### src/lfc_pkg.sv
package lfc_pkg;
    // ----------------------------------------
    // register offsets
    // ----------------------------------------
    localparam logic [7:0] LFC_ADDR_MODE = 8'h01;
    localparam logic [7:0] LFC_ADDR_CFG = 8'h02;
    localparam logic [7:0] LFC_ADDR_FLASH = 8'h03;
    localparam logic [7:0] LFC_ADDR_TORCH = 8'h04;
    localparam logic [7:0] LFC_ADDR_FLAGS = 8'h05;
    // ----------------------------------------
    // reset values
    // ----------------------------------------
    localparam logic [7:0] LFC_RST_MODE = 8'h00;
    localparam logic [7:0] LFC_RST_CFG = 8'h00;
    localparam logic [7:0] LFC_RST_FLASH = 8'h00;
    localparam logic [7:0] LFC_RST_TORCH = 8'h00;
    // ----------------------------------------
    // mode codes and field positions
    // ----------------------------------------
    localparam logic [1:0] LFC_MODE_STBY = 2'h0;
    localparam logic [1:0] LFC_MODE_IR = 2'h1;
    localparam logic [1:0] LFC_MODE_TORCH = 2'h2;
    localparam logic [1:0] LFC_MODE_FLASH = 2'h3;
    localparam int LFC_CFG_RAMP_BIT = 0;
    localparam int LFC_CFG_FTO_LSB = 1;
    localparam int LFC_CFG_DROOP_LSB = 5;
    localparam int LFC_FLAG_OVP = 0;
    localparam int LFC_FLAG_UVLO = 1;
    localparam int LFC_FLAG_TSB = 2;
    localparam int LFC_FLAG_TSD = 3;
    localparam int LFC_FLAG_OCP = 4;
    localparam int LFC_FLAG_SHORT = 5;
    localparam int LFC_FLAG_DROOP = 6;
    localparam int LFC_FLAG_FTO = 7;
    // ----------------------------------------
    // timing
    // ----------------------------------------
    localparam int LFC_CLK_MHZ = 100;
    localparam int LFC_FTO_BASE_MS = 40;
    localparam int LFC_FTO_BASE_CYC = LFC_FTO_BASE_MS * LFC_CLK_MHZ * 1000;
    localparam int LFC_STEP_FAST_NS = 1000;
    localparam int LFC_STEP_SLOW_NS = 8000;
    localparam int LFC_STEP_FAST_CYC = LFC_STEP_FAST_NS * LFC_CLK_MHZ / 1000;
    localparam int LFC_STEP_SLOW_CYC = LFC_STEP_SLOW_NS * LFC_CLK_MHZ / 1000;
    localparam int LFC_OVP_TRIPS = 3;
    // ----------------------------------------
    // state
    // ----------------------------------------
    typedef enum logic [3:0] {
        LFC_ST_IDLE = 4'b0001,
        LFC_ST_RAMP = 4'b0010,
        LFC_ST_HOLD = 4'b0100,
        LFC_ST_LOCK = 4'b1000
    } lfc_state_t;
endpackage

### src/lfc_ramp_step.sv
`timescale 1ns/1ns
// ----------------------------------------
// ramp step pacer
// ----------------------------------------
module lfc_ramp_step import lfc_pkg::*; #(
    parameter int FAST_CYC = LFC_STEP_FAST_CYC,
    parameter int SLOW_CYC = LFC_STEP_SLOW_CYC
) (
    input wire logic ref_clk,
    input wire logic rst_n,
    input wire logic run,
    input wire logic slow,
    output logic tick
);
    logic [15:0] cnt_r;
    always_ff @(posedge ref_clk) begin
        if (!rst_n || !run) begin
            cnt_r <= 16'h0000;
            tick <= 1'b0;
        end else if (cnt_r >= (slow ? 16'(SLOW_CYC - 1) : 16'(FAST_CYC - 1))) begin
            cnt_r <= 16'h0000;
            tick <= 1'b1;
        end else begin
            cnt_r <= cnt_r + 16'h0001;
            tick <= 1'b0;
        end
    end
endmodule

### src/lfc_flash_timer.sv
`timescale 1ns/1ns
// ----------------------------------------
// flash time limit counter
// ----------------------------------------
module lfc_flash_timer import lfc_pkg::*; #(
    parameter int BASE_CYC = LFC_FTO_BASE_CYC
) (
    input wire logic ref_clk,
    input wire logic rst_n,
    input wire logic run,
    input wire logic [3:0] sel,
    output logic expired
);
    logic [31:0] cnt_r;
    logic [31:0] limit;
    // 16 durations, 40 ms per code step
    assign limit = (32'(sel) + 32'h1) * 32'(BASE_CYC);
    always_ff @(posedge ref_clk) begin
        if (!rst_n || !run) begin
            cnt_r <= 32'h0;
            expired <= 1'b0;
        end else if (cnt_r >= limit - 32'h1) begin
            expired <= 1'b1;
        end else begin
            cnt_r <= cnt_r + 32'h1;
        end
    end
endmodule

### src/lfc_ctrl.sv
`timescale 1ns/1ns
// Notes on behaviour
// - mode 11 selects flash, target is flash level bits 6:0
// - flash and torch current ramps up one code at a time to target, drops to a lower target at once
// - flash started by mode field clears mode on time-out
// - mode 10 selects torch, target is torch level bits 6:0
// - torch ramp step rate chosen by config bit 0
// - mode 01 selects IR, full eight-bit flash target, converter in pass
// - IR current follows strobe level; host owns pulse timing
// - IR current switches instantly, no ramp
// - IR time-out forces standby even with strobe high
// - start in pass; boost only when headroom drops below required
// - config bits 7:5 give droop threshold, 2.9 V plus 100 mV steps
// - input droop crossing halts the flash ramp during start-up
// - undervoltage, thermal shutdown, LED short or OVP shutdown sets its flag and clears the mode field; overcurrent only sets its flag
// - after a fault stay in standby until flag read clears flags
// - fault still present after read sets flag again, standby
// - each overvoltage trip blanks low-side switch until release level is reached
// - three overvoltage events in a row shut down and set bit 0
// - switching resumes once output falls below release level
// - at 125 C the flash target becomes the torch level
// - flags for time-out, heat, LED short, shutdown, fold, undervoltage
// - four-bit time-out field gives 16 durations, 40 to 640 ms
module lfc_ctrl import lfc_pkg::*; #(
    parameter int FTO_BASE_CYC = LFC_FTO_BASE_CYC,
    parameter int STEP_FAST_CYC = LFC_STEP_FAST_CYC,
    parameter int STEP_SLOW_CYC = LFC_STEP_SLOW_CYC
) (
    input wire logic ref_clk,
    input wire logic rst_n,
    input wire logic reg_wr,
    input wire logic reg_rd,
    input wire logic [7:0] reg_addr,
    input wire logic [7:0] reg_wdata,
    output logic [7:0] reg_rdata,
    input wire logic strobe,
    input wire logic headroom_low,
    input wire logic droop_trip,
    input wire logic ovp_trip,
    input wire logic ovp_release,
    input wire logic sw_cycle,
    input wire logic thermal_current_fold,
    input wire logic thermal_shutdown_trip,
    input wire logic uvlo_trip,
    input wire logic led_short,
    input wire logic ocp_trip,
    output logic [7:0] led_code,
    output logic boost_en,
    output logic lowside_en,
    output logic [2:0] input_droop_threshold
);
    // ----------------------------------------
    // registers
    // ----------------------------------------
    logic [7:0] mode_r;
    logic [7:0] cfg_r;
    logic [7:0] flash_r;
    logic [7:0] torch_r;
    logic [7:0] flags_r;
    logic [7:0] flags_nxt;
    logic [7:0] level_r;
    logic [1:0] ovp_cnt_r;
    logic ovp_latch_r;
    logic fault_lock_r;
    lfc_state_t state_r;
    logic [1:0] mode_sel;
    logic [7:0] target;
    logic step_tick;
    logic fto_exp;
    logic fault_now;
    logic ovp_shut;
    logic active;
    logic flags_read;

    assign mode_sel = mode_r[1:0];
    assign flags_read = reg_rd && (reg_addr == LFC_ADDR_FLAGS);
    assign active = (mode_sel != LFC_MODE_STBY) && !fault_lock_r;

    function automatic logic [7:0] pick_target(input logic [1:0] m, input logic hot,
                                               input logic [7:0] fl, input logic [7:0] tr);
        logic [7:0] t;
        t = 8'h00;
        if (m == LFC_MODE_FLASH) begin
            t = hot ? {1'b0, tr[6:0]} : {1'b0, fl[6:0]};
        end else if (m == LFC_MODE_TORCH) begin
            t = {1'b0, tr[6:0]};
        end else if (m == LFC_MODE_IR) begin
            t = fl;
        end
        return t;
    endfunction

    assign target = pick_target(mode_sel, thermal_current_fold, flash_r, torch_r);

    // ----------------------------------------
    // helpers
    // ----------------------------------------
    lfc_ramp_step #(
        .FAST_CYC(STEP_FAST_CYC),
        .SLOW_CYC(STEP_SLOW_CYC)
    ) u_step (
        .ref_clk(ref_clk),
        .rst_n(rst_n),
        .run(state_r == LFC_ST_RAMP),
        .slow(mode_sel == LFC_MODE_TORCH && cfg_r[LFC_CFG_RAMP_BIT]),
        .tick(step_tick)
    );

    lfc_flash_timer #(
        .BASE_CYC(FTO_BASE_CYC)
    ) u_fto (
        .ref_clk(ref_clk),
        .rst_n(rst_n),
        .run(active && (mode_sel == LFC_MODE_FLASH || mode_sel == LFC_MODE_IR)),
        .sel(cfg_r[LFC_CFG_FTO_LSB +: 4]),
        .expired(fto_exp)
    );

    // ----------------------------------------
    // faults
    // ----------------------------------------
    assign ovp_shut = sw_cycle && ovp_trip && (ovp_cnt_r == 2'(LFC_OVP_TRIPS - 1));
    assign fault_now = ovp_shut || thermal_shutdown_trip || uvlo_trip || led_short;

    always_ff @(posedge ref_clk) begin
        if (!rst_n) begin
            ovp_cnt_r <= 2'h0;
        end else if (sw_cycle) begin
            if (!ovp_trip) begin
                ovp_cnt_r <= 2'h0;
            end else if (ovp_cnt_r != 2'(LFC_OVP_TRIPS - 1)) begin
                ovp_cnt_r <= ovp_cnt_r + 2'h1;
            end else begin
                ovp_cnt_r <= 2'h0;
            end
        end
    end

    always_ff @(posedge ref_clk) begin
        if (!rst_n) begin
            ovp_latch_r <= 1'b0;
        end else if (ovp_trip) begin
            ovp_latch_r <= 1'b1;
        end else if (ovp_release) begin
            ovp_latch_r <= 1'b0;
        end
    end

    always_comb begin
        flags_nxt = flags_read ? 8'h00 : flags_r;
        if (ovp_shut) begin
            flags_nxt[LFC_FLAG_OVP] = 1'b1;
        end
        if (uvlo_trip) begin
            flags_nxt[LFC_FLAG_UVLO] = 1'b1;
        end
        if (thermal_current_fold && active && mode_sel == LFC_MODE_FLASH) begin
            flags_nxt[LFC_FLAG_TSB] = 1'b1;
        end
        if (thermal_shutdown_trip) begin
            flags_nxt[LFC_FLAG_TSD] = 1'b1;
        end
        if (ocp_trip) begin
            flags_nxt[LFC_FLAG_OCP] = 1'b1;
        end
        if (led_short) begin
            flags_nxt[LFC_FLAG_SHORT] = 1'b1;
        end
        if (droop_trip && active) begin
            flags_nxt[LFC_FLAG_DROOP] = 1'b1;
        end
        if (fto_exp && active) begin
            flags_nxt[LFC_FLAG_FTO] = 1'b1;
        end
    end

    always_ff @(posedge ref_clk) begin
        if (!rst_n) begin
            flags_r <= 8'h00;
        end else begin
            flags_r <= flags_nxt;
        end
    end

    always_ff @(posedge ref_clk) begin
        if (!rst_n) begin
            fault_lock_r <= 1'b0;
        end else if (fault_now) begin
            fault_lock_r <= 1'b1;
        end else if (flags_read) begin
            fault_lock_r <= 1'b0;
        end
    end

    // ----------------------------------------
    // register port
    // ----------------------------------------
    always_ff @(posedge ref_clk) begin
        if (!rst_n) begin
            mode_r <= LFC_RST_MODE;
        end else if (fault_now) begin
            mode_r[1:0] <= LFC_MODE_STBY;
        end else if (fto_exp && active) begin
            mode_r[1:0] <= LFC_MODE_STBY;
        end else if (reg_wr && reg_addr == LFC_ADDR_MODE) begin
            mode_r <= reg_wdata;
        end
    end

    always_ff @(posedge ref_clk) begin
        if (!rst_n) begin
            cfg_r <= LFC_RST_CFG;
            flash_r <= LFC_RST_FLASH;
            torch_r <= LFC_RST_TORCH;
        end else if (reg_wr) begin
            if (reg_addr == LFC_ADDR_CFG) begin
                cfg_r <= reg_wdata;
            end else if (reg_addr == LFC_ADDR_FLASH) begin
                flash_r <= reg_wdata;
            end else if (reg_addr == LFC_ADDR_TORCH) begin
                torch_r <= reg_wdata;
            end
        end
    end

    always_ff @(posedge ref_clk) begin
        if (!rst_n) begin
            reg_rdata <= 8'h00;
        end else if (reg_rd) begin
            if (reg_addr == LFC_ADDR_MODE) begin
                reg_rdata <= mode_r;
            end else if (reg_addr == LFC_ADDR_CFG) begin
                reg_rdata <= cfg_r;
            end else if (reg_addr == LFC_ADDR_FLASH) begin
                reg_rdata <= flash_r;
            end else if (reg_addr == LFC_ADDR_TORCH) begin
                reg_rdata <= torch_r;
            end else if (reg_addr == LFC_ADDR_FLAGS) begin
                reg_rdata <= flags_r;
            end else begin
                reg_rdata <= 8'h00;
            end
        end
    end

    // ----------------------------------------
    // current sequencer
    // ----------------------------------------
    always_ff @(posedge ref_clk) begin
        if (!rst_n) begin
            state_r <= LFC_ST_IDLE;
            level_r <= 8'h00;
        end else if (fault_now || !active) begin
            state_r <= fault_now || fault_lock_r ? LFC_ST_LOCK : LFC_ST_IDLE;
            level_r <= 8'h00;
        end else if (mode_sel == LFC_MODE_IR) begin
            state_r <= LFC_ST_HOLD;
            level_r <= strobe ? target : 8'h00;
        end else begin
            case (state_r)
                LFC_ST_IDLE, LFC_ST_LOCK: begin
                    state_r <= LFC_ST_RAMP;
                end
                LFC_ST_RAMP: begin
                    if (level_r == target) begin
                        state_r <= LFC_ST_HOLD;
                    end else if (level_r > target) begin
                        level_r <= target;
                    end else if (step_tick && !(droop_trip && mode_sel == LFC_MODE_FLASH)) begin
                        level_r <= level_r + 8'h01;
                    end
                end
                default: begin
                    if (level_r != target) begin
                        state_r <= LFC_ST_RAMP;
                    end
                end
            endcase
        end
    end

    // ----------------------------------------
    // converter and outputs
    // ----------------------------------------
    always_ff @(posedge ref_clk) begin
        if (!rst_n) begin
            boost_en <= 1'b0;
            lowside_en <= 1'b0;
            led_code <= 8'h00;
            input_droop_threshold <= 3'h0;
        end else begin
            boost_en <= active && mode_sel != LFC_MODE_IR && headroom_low;
            lowside_en <= active && mode_sel != LFC_MODE_IR && headroom_low
                && !ovp_trip && !ovp_latch_r;
            led_code <= level_r;
            input_droop_threshold <= cfg_r[LFC_CFG_DROOP_LSB +: 3];
        end
    end
endmodule

### config.mk
export PLATFORM = sky130hd
export DESIGN_NAME = lfc_ctrl
export DESIGN_NICKNAME = d
export VERILOG_FILES = /design/src/lfc_pkg.sv /design/src/lfc_ramp_step.sv /design/src/lfc_flash_timer.sv /design/src/lfc_ctrl.sv
export SDC_FILE = /design/constraint.sdc
export NUM_CORES = 1
export LEC_CHECK = 0
export BUFFER_PORTS_ARGS = -buffer_cell sky130_fd_sc_hd__buf_2
export CAP_MARGIN = 0
export CORE_MARGIN = 2
export CORE_UTILIZATION = 43
export DETAILED_ROUTE_END_ITERATION = 10
export PLACE_DENSITY = 0.7
export SYNTH_ARGS = -nofsm -noshare
export SYNTH_HDL_FRONTEND = slang
export SYNTH_HIERARCHICAL = 1
export SYNTH_SLANG_ARGS = --single-unit
### constraint.sdc
create_clock -name ref_clk -period 6.3 [get_ports ref_clk]
set_input_delay 1.26 -clock ref_clk [delete_from_list [all_inputs] [get_ports ref_clk]]
set_output_delay 1.26 -clock ref_clk [all_outputs]
set_load 0.02 [all_outputs]
======== Word level (Yosys, flattened, before mapping) ========
Cells that the tools add are included.
word-level totals
  output and inout port bits .............. 21
  input port bits ......................... 31
  register bits after elaboration ......... 127
  logic and storage cells ................. 155
cells by class
  bitwise logic cells ..................... 5
  equal/unequal tests ..................... 18
  multiplexer cells ....................... 38
  reductions and logical operators ........ 57
  magnitude comparators ................... 3
  add/subtract/negate cells ............... 6
  $mul .................................... 1
operators with widths
  cell                                                                   count
  8-bit two-way mux                                                      15
  32-bit by 1-bit adder with 32-bit output, second input constant        1
  32-bit greater-or-equal comparator                                     1
  32-bit by 14-bit multiplier with 24-bit output, second input constant  1
  32-bit by 1-bit subtractor with 32-bit output, second input constant   1
  2-bit nonzero test                                                     12
  4-bit two-way mux                                                      5
  1-bit logical AND                                                      17
  16-bit by 1-bit adder with 16-bit output, second input constant        1
  8-bit by 2-bit == test with 1-bit output, second input constant        2
  8-bit by 3-bit == test with 1-bit output, second input constant        2
  16-bit greater-or-equal comparator                                     1
  1-bit two-way mux                                                      13
  10-bit two-way mux                                                     1
  3-bit AND reduction                                                    3
  8-bit by 1-bit adder with 8-bit output, second input constant          1
  8-bit by 1-bit == test with 1-bit output, second input constant        1
  8-bit == test                                                          1
  8-bit greater-than comparator                                          1
  1-bit logical NOT                                                      8
  1-bit logical OR                                                       8
  8-bit inequality test                                                  1
  4-bit one-hot mux with 2 select lines                                  1
  7-bit two-way mux                                                      1
  other kinds (18)                                                       29

======== Depth between registers and ports, before layout ========
Gate-level depths: netlist of the first run.
  depth after elaboration ................. 9
  mapped depth ............................ 27
  depth with buffers taken out ............ 24

======== Hierarchy ========
Netlist of the first run, hierarchy kept.
by module, submodules not included
  module           instances  area an instance (µm²)  cells each  sequential area each (µm²)
  lfc_ctrl         1          3726.1                  429         1541.5
  lfc_flash_timer  1          3533.4                  418         660.6
  lfc_ramp_step    1          853.3                   79          340.3

======== Worst setup path after synthesis of the first run ========
No wires, ideal clock.
  path type ............................... reg2reg
  start ................................... register cfg_r[1]
  end ..................................... register u_fto.cnt_r[10]
  path buffers ............................ 2
  period minus slack after synthesis ...... 6.235 ns
  stages on the path, launching flop included .. 25
  data required time ...................... 6.229 ns
  setup time .............................. 0.071 ns
  slack ................................... 0.065 ns
  data arrival time ....................... 6.164 ns
  cells stage by stage .................... dfxtp_1 > buf_2 > inv_1 > ha_1 > inv_2 > fa_1 > fa_1 > inv_1 > ha_1 > a21o_1 > a31o_2 > a31o_2 > xor2_1 > nand2b_1 > nor3b_1 > nand3_1 > ha_1 > a21o_1 > a21o_1 > a21oi_1 > o21ai_1 > a21o_1 > buf_2 > or4_1 > a21oi_1
between the ends
  word-level cells in the longest chain between the ends .. 4
RTL lines
  item                                            RTL line               RTL
  start: declaration                              lfc_ctrl.sv:56         logic [7:0] cfg_r;
  start signal: assignment                        lfc_ctrl.sv:217        cfg_r <= reg_wdata;
  4-bit by 1-bit adder with 5-bit output          lfc_flash_timer.sv:17  assign limit = (32'(sel) + 32'h1) * 32'(BASE_CYC);
  32-bit by 14-bit multiplier with 24-bit output  lfc_flash_timer.sv:17
  32-bit by 1-bit subtractor with 32-bit output   lfc_flash_timer.sv:22  end else if (cnt_r >= limit - 32'h1) begin
  32-bit greater-or-equal comparator              lfc_flash_timer.sv:22
  end signal: assignment                          lfc_flash_timer.sv:25  cnt_r <= cnt_r + 32'h1;
  end: declaration                                lfc_flash_timer.sv:14  logic [31:0] cnt_r;
No other way between the ends.
A chain may end at the register's enable or synchronous reset.

======== Worst setup path after layout of the first run ========
  start ................................... register cfg_r[1]
  end ..................................... register u_fto.cnt_r[11]
Same word-level chain as after synthesis.

==> reports/metrics.csv, run 1 <==
stage,metric,value,unit
sta,Final WS setup,298.5,ps
sta,Slew @ Worst Pin,1005,ps
logic_synthesis,post-synthesis mux area share,3.748,%
critical_path,FF-to-FF End,u_fto/cnt_r[11],
clocking,"Reg clk slew, reported paths",60,ps
sta,final max-slew violation count,0,
critical_path,Worst R2R Path Depth,25,
power_and_ir_drop,internal cell power,1380,uW
placed_design,IO Port Bufs,51,
critical_path,"Req. time, crit path",6650,ps
clocking,CTS Root Cell,clkbuf_16,
die,Cell Rows,50,
logic_synthesis,Syn Inst Count,926,
die,io pins,52,
global_route,antenna violations before repair,0,
routing,final WL,19990,um
power_and_ir_drop,total power,1822,uW
finish,Layout Nets,1090,
power_and_ir_drop,power share of the clock group,51.7,%
clocking,insertion delay of the later-clocked pin in the worst-skew pair,430,ps
power_and_ir_drop,Switching Power,442.7,uW
logic_synthesis,fraction of the mapped netlist area in adder cells,12.43,%
logic_synthesis,Synth Area in Simple Gates,24.26,%
critical_path,reg2reg start,cfg_r[1],
die,initial core utilization,43.66,%
sta,RSZ-0062 raised after global routing,false,
global_route,first-pass GRT wire length,33390,um
logic_synthesis,largest family of logic cells by synthesized area,simple AND/OR/NAND/NOR gates,
clocking,CTS tree,built,
routing,first-iteration detailed-routing DRC count,465,
routing,final antenna-violating net count,0,
logic_synthesis,Ys Warns,6,
sta,final hold slack,417.1,ps
job,max-cap viol count,0,
sta,Final period util,95.26,%
global_route,gr usage total,20.39,%
finish,"Area growth, synth to finish",14.61,%
placed_design,GPL Wtd Cong,0.9101,
placed_design,HPWL Detailed,14430,um
routing,1st-pass router iterations,7,
power_and_ir_drop,sw frac,24.29,%
sta,FMAX,166.6,MHz
logic_synthesis,register bit count reported by yosys,127,
critical_path,crit path launch,cfg_r[1],
logic_synthesis,Mapped Area,8113,um2
die,Core ar.,18580,um2
power_and_ir_drop,Leak,0.003647,uW
routing,DRC,0,
routing,routed via count,7067,
finish,"most common cell after layout, fill and taps aside",dfxtp_1,
worst_hold_path,Min-Delay Path Class,reg -> reg,
global_route,grt ovf,0,
power_and_ir_drop,maximum VDD drop,0.1955,mV
power_and_ir_drop,sequential power share,44.9,%
sta,"Setup violations, final",0,
critical_path,Crit Path Class,reg -> reg,
logic_synthesis,Most used DFF post-synth,dfxtp_1,
clocking,H-tree depth,4,
outcome,status,finished clean,
logic_synthesis,post-synthesis xor/xnor area fraction,4.951,%
logic_synthesis,Post-synth EDFFs,0,
sta,Max Clock Skew,10.92,ps
logic_synthesis,register area share after synthesis,31.34,%
sta,final worst path period need,6001,ps
clocking,clock buffer depth,2,
logic_synthesis,syn avg cell area,8.761,um2
die,Die ar.,19980,um2
critical_path,R2R Setup Slk,300,ps
placed_design,post-placement setup slack,-82.15,ps
global_route,largest net degree at the start of global routing,54,
sta,Final Hold Fails,0,
finish,antenna cells,0,
global_route,vias in the first global route,6769,
power_and_ir_drop,Gate power share,3.4,%
logic_synthesis,Synth Area in Compound Gates,19.29,%
die,Die Wd,141.4,um
routing,DR WL/cell,16.28,um
logic_synthesis,asr flop ratio synth,0,%
critical_path,startpoint types,flop,
power_and_ir_drop,Power Density,196.0,nW/um2
die,Die Height,141.4,um
sta,max_slew headroom,32.74,%
critical_path,"Max FO, Critical Path",15,
critical_path,CP endpoint,u_fto/cnt_r[11],
critical_path,Crit. End Element,flop,
routing,vias per cell,5.755,
finish,share of cells above drive strength 1,16.30,%
finish,most frequent cells in the layout,"125 x dfxtp_1, 83 x nor2_1, 69 x ha_1",
placed_design,placed cells,1195,
clocking,Inserted Clock Buffers,17,
logic_synthesis,synth unique cells,85,
finish,Post-Layout Cell Count,1228,
clocking,clk sinks,127,
critical_path,worst path arrival time,6350,ps
## registers in the layout, summed over array words and instances (netlist names), 2 cells and up
name and cells:
u_step/cnt_r 16, level_r 8, flash_r 8, led_code 8
flags_r 8, ovp_cnt_r 2, u_fto/cnt_r 32, torch_r 8
mode_r 8, reg_rdata 8, cfg_r 8, input_droop_threshold 3
state_r 4
## routing by layer
metal  share of wire, %  vias up  global-route usage (%)
met5                  0        -                       0
met2                 47      201                   33.04
li1                   -     3527                       -
met1                 47     3297                   27.19
met4                2.5        0                   7.579
met3                4.2       42                   3.712
## kinds of logic (layout without fill, tap and decap cells)
logic type	Yosys count	after routing
DFF	127	127
adders and majority gates	77	77
xor gates and xnor gates	45	45
muxes	30	30
and+or+nand+nor	346	346
buffers and inverters	74	138
other	1	5
AOI/OAI and AO/OA	226	226
## synthesized netlist by cell type (all sizes together) (6+ instances only)
master,n,area [um2]
ha,71,888.4
or4,12,97.59
o21a,7,52.55
a211oi,19,147.6
clkbuf,26,97.59
a21o,16,120.1
a22oi,15,112.6
nand2b,10,70.06
nand4,20,146.4
nor4,14,180.2
inv,35,136.4
a31oi,6,37.54
nor3,13,65.06
nor2b,6,37.54
buf,13,85.08
nand3,42,210.2
nand2,66,247.7
xnor2,33,289.0
mux2i,30,304.0
xor2,12,112.6
o31ai,9,67.56
o211ai,8,70.06
a32oi,8,70.07
fa,6,120.1
and3,16,101.4
a21oi,72,367.9
and2,15,93.84
or3,19,118.9
nor2,86,340.3
o21ai,32,160.1
dfxtp,127,2542
## critical path, cell delays in order, from the launching register on
cell and delay, ps:
dfxtp_2 350, ha_4 180, and3_1 190, ha_1 300, ha_1 280, inv_1 60
fa_1 490, inv_1 40, ha_1 330, a21o_1 230, a21o_1 180, a31o_2 220
a31o_2 260, xor2_1 160, nand2b_1 170, nor3b_2 260, nand3_2 190, buf_4 180
ha_1 280, a21o_1 180, a21oi_2 200, o21ai_4 130, a21o_1 200, buf_4 180
or4_1 500, a21oi_1 180
## layout make-up
type,instances,area [um2]
inverter,35,136.4
multi-input combinational,729,5345
sequential,127,2545
fill,1711,9283
clock buffer,17,425.4
timing repair buffer,72,416.7
clock inverter,14,136.4
tap,234,292.8
## worst min path at each step
stage | start | end | slack, ps | depth (start not counted)
after floorplan | ovp_latch_r | lowside_en | 400 | 1
after global placement | ovp_latch_r | lowside_en | 400 | 1
after detailed placement | ovp_latch_r | lowside_en | 410 | 1
after CTS | ovp_latch_r | lowside_en | 420 | 1
after global routing | ovp_latch_r | lowside_en | 450 | 1
final | ovp_latch_r | lowside_en | 420 | 1
## through the flow
stage / TNS [ps] / utilization (%) / cell area [um2]
3_3_place_gp: 0 / 46.48 / 8636
2_1_floorplan: 0 / - / 8128
5_1_grt: 0 / 50.04 / 9298
3_5_place_dp: -195.0 / 46.48 / 8636
4_1_cts: 0 / 49.60 / 9216
6_report: 0 / 50.04 / 9298
## power groups by stage
stage / clock network (uW) / logic (uW) / registers [uW]
2_1_floorplan: 0 / 30.9 / 837
5_1_grt: 992 / 67.7 / 818
6_report: 943 / 62.0 / 817
3_5_place_dp: 0 / 61.0 / 835
4_1_cts: 955 / 61.2 / 817
3_3_place_gp: 0 / 60.9 / 835
## timing repair
action / CTS / global route
endpoints found under the hold margin: 0 / 0
setup buffers: 2 / 0
gates resized for setup: 1 / 15
gates cloned: 0 / 0
endpoints found under the setup margin: 9 / 26
pin swaps: 1 / 3
hold buffers: 0 / 0
Power figures use the tool's default switching activity.
==> run 2: changes to the inputs <==
BUFFER_PORTS_ARGS = default   (was -buffer_cell sky130_fd_sc_hd__buf_2)
DONT_BUFFER_PORTS = 1   (was default)
PLACE_DENSITY = 0.68   (was 0.7)
==> run 2 against run 1 <==
- clock power rose by 17%
- core utilization down 0.84 points
- fmax increased by 0.71%
- global-route usage up 0.34 points
- final cell count is 4.1% lower
- critical path depth decreased by 1
- clock skew decreased by 2.0 ps
==> reports/metrics.csv, run 2 (synthesized netlist as in run 1, its figures left out) <==
stage,metric,value,unit,change
clocking,Inserted Clock Buffers,17,,unchanged
die,Die Wd,141.4,um,unchanged
global_route,vias in the first global route,6672,,was 6769
critical_path,FF-to-FF End,u_fto/cnt_r[24],,was u_fto/cnt_r[11]
worst_hold_path,Min-Delay Path Class,reg -> reg,,unchanged
global_route,first-pass GRT wire length,33580,um,was 33390 um
finish,most flop-heavy register,u_fto/cnt_r,,unchanged
sta,Final Hold Fails,0,,unchanged
placed_design,HPWL Detailed,14610,um,was 14430 um
die,Die ar.,19980,um2,unchanged
sta,FMAX,167.8,MHz,was 166.6 MHz
sta,RSZ-0062 raised after global routing,false,,unchanged
power_and_ir_drop,sw frac,21.45,%,was 24.29%
clocking,CTS tree,built,,unchanged
routing,DRC,0,,unchanged
routing,first-iteration detailed-routing DRC count,339,,was 465
placed_design,IO Port Bufs,0,,was 51
power_and_ir_drop,sequential power share,42.1,%,was 44.9%
critical_path,R2R Setup Slk,340,ps,was 300 ps
clocking,H-tree depth,4,,unchanged
worst_hold_path,"Endpoint, Worst Hold",lowside_en,,unchanged
clocking,clk sinks,127,,unchanged
sta,Max Clock Skew,8.942,ps,was 10.92 ps
die,initial core utilization,43.66,%,unchanged
finish,Post-Layout Cell Count,1178,,was 1228
job,max-cap viol count,0,,unchanged
routing,1st-pass router iterations,5,,was 7
power_and_ir_drop,power share of the clock group,56.3,%,was 51.7%
clocking,clock buffer depth,2,,unchanged
power_and_ir_drop,internal cell power,1533,uW,was 1380 uW
clocking,CTS Root Cell,clkbuf_16,,unchanged
worst_hold_path,hold depth,1,,unchanged
critical_path,Crit. End Element,flop,,unchanged
sta,Slew @ Worst Pin,939.2,ps,was 1005 ps
die,Die Height,141.4,um,unchanged
sta,Final period util,94.59,%,was 95.26%
sta,max_slew headroom,37.11,%,was 32.74%
critical_path,reg2reg start,cfg_r[2],,was cfg_r[1]
power_and_ir_drop,Power Density,213.5,nW/um2,was 196.0 nW/um2
critical_path,worst path arrival time,6300,ps,was 6350 ps
placed_design,Placement Cell Area,8401,um2,was 8636 um2
power_and_ir_drop,Leak,0.003468,uW,was 0.003647 uW
sta,"Setup violations, final",0,,unchanged
finish,"most common cell after layout, fill and taps aside",dfxtp_1,,unchanged
finish,Filler cells,1733,,was 1711
die,io pins,52,,unchanged
global_route,antenna violations before repair,0,,unchanged
routing,vias per cell,5.785,,was 5.755
sta,final hold slack,422.3,ps,was 417.1 ps
power_and_ir_drop,Switching Power,418.8,uW,was 442.7 uW
clocking,"Reg clk slew, reported paths",60,ps,about the same
global_route,largest net degree at the start of global routing,54,,unchanged
worst_hold_path,Hold Path Origin,ovp_latch_r,,unchanged
die,Cell Rows,50,,unchanged
finish,most frequent cells in the layout,"125 x dfxtp_1, 83 x nor2_1, 69 x a21oi_1",,"was 125 x dfxtp_1, 83 x nor2_1, 69 x ha_1"
routing,DR WL/cell,16.98,um,was 16.28 um
critical_path,"Req. time, crit path",6640,ps,was 6650 ps
finish,Layout Nets,1040,,was 1090
placed_design,GPL Wtd Cong,0.9303,,was 0.9101
finish,top flop regs,"u_fto/cnt_r x32, u_step/cnt_r x16",,unchanged
power_and_ir_drop,Gate power share,1.6,%,was 3.4%
sta,final max-slew violation count,0,,unchanged
placed_design,placed cells,1145,,was 1195
routing,routed via count,6815,,was 7067
routing,final antenna-violating net count,0,,unchanged
critical_path,crit path launch,cfg_r[2],,was cfg_r[1]
global_route,gr usage total,20.74,%,was 20.39%
finish,max reg flops,32,,unchanged
finish,"Area growth, synth to finish",12.68,%,was 14.61%
critical_path,"Max FO, Critical Path",7,,was 15
critical_path,startpoint types,flop,,unchanged
finish,"Design Area, Final",9141,um2,was 9298 um2
sta,Fin Setup TNS,0,ps,unchanged
routing,final WL,20010,um,was 19990 um
die,Core ar.,18580,um2,unchanged
finish,antenna cells,0,,unchanged
power_and_ir_drop,maximum VDD drop,0.1942,mV,was 0.1955 mV
global_route,grt ovf,0,,unchanged
critical_path,Worst R2R Path Depth,24,,was 25
outcome,status,finished clean,,unchanged
finish,share of cells above drive strength 1,11.76,%,was 16.30%
critical_path,Crit Path Class,reg -> reg,,unchanged
sta,final worst path period need,5959,ps,was 6001 ps
clocking,insertion delay of the later-clocked pin in the worst-skew pair,420,ps,was 430 ps
-- run 2: changes by cell type in the layout (fill, tap and decap cells not counted), moves of 3 or more --
cell	change
inv_6	+3
buf_2	-51
bufinv_16	+4
clkinv_4	-3
-- run 2: critical path, cell delays in order (launching register included) --
cell,delay (ps)
dfxtp_2,360
buf_4,150
inv_1,50
ha_2,370
inv_2,90
fa_1,510
fa_1,540
inv_1,40
ha_1,340
a21o_1,170
a31o_2,220
a31o_2,260
xor2_1,160
nand2b_1,170
nor3b_2,280
xor2_1,190
ha_1,260
a21o_1,160
a21o_1,170
a21oi_1,160
o21ai_1,100
buf_4,180
a2111oi_4,390
or3b_1,390
a21oi_1,160
-- run 2: worst max path at each step --
| stage | to | slack, ps |
|---|---|---|
| after global routing | u_fto/cnt_r[24] | 10 |
| after CTS | u_fto/cnt_r[21] | 100 |
| after global placement | u_fto/cnt_r[19] | 320 |
| final | u_fto/cnt_r[24] | 340 |
| after floorplan | u_fto/cnt_r[10] | 70 |
| after detailed placement | u_fto/cnt_r[21] | 130 |
-- run 2: cell type report --
class	instances	area, um2	area share (%)
Clock buffer	17	425.4	4.654
Clock inverter	14	227.7	2.491
Inverter	35	136.4	1.492
Multi-Input combinational cell	729	5336	58.38
Sequential cell	127	2545	27.84
Tap cell	234	292.8	3.203
Timing Repair Buffer	22	177.7	1.944
-- run 2: routing by layer --
| metal | global-route usage, % | part of all wire [%] | vias up |
|---|---|---|---|
| met5 | 0 | 0 | - |
| met4 | 7.842 | 2.5 | 0 |
| met3 | 4.725 | 5.2 | 38 |
| met2 | 34.47 | 47 | 176 |
| met1 | 26.30 | 45 | 3176 |
| li1 | - | - | 3425 |
-- run 2: power groups by stage --
stage                     sequential, uW  combinational (uW)  clock (uW)
final                                821                32.0        1100
after global routing                 822                36.5        1150
after CTS                            821                31.9        1120
after detailed placement             839                31.9           0
after global placement               839                31.4           0
after floorplan                      837                30.9           0
-- run 2: repair_timing --
action | CTS | global route
gates resized for setup | 0 | 13
endpoints found under the setup margin | 0 | 30
endpoints found under the hold margin | 0 | 0
hold buffers | 0 | 0
setup buffers | 0 | 2
-- run 2: metrics by stage --
step	utilization [%]	power (uW)	setup WS, ps
after CTS	48.73	1970	102.1
after detailed placement	45.21	870.7	134.8
after global placement	45.21	870.0	320.4
final	49.20	1952	341.0
after global routing	49.20	2008	13.23
after floorplan	-	867.4	65.10
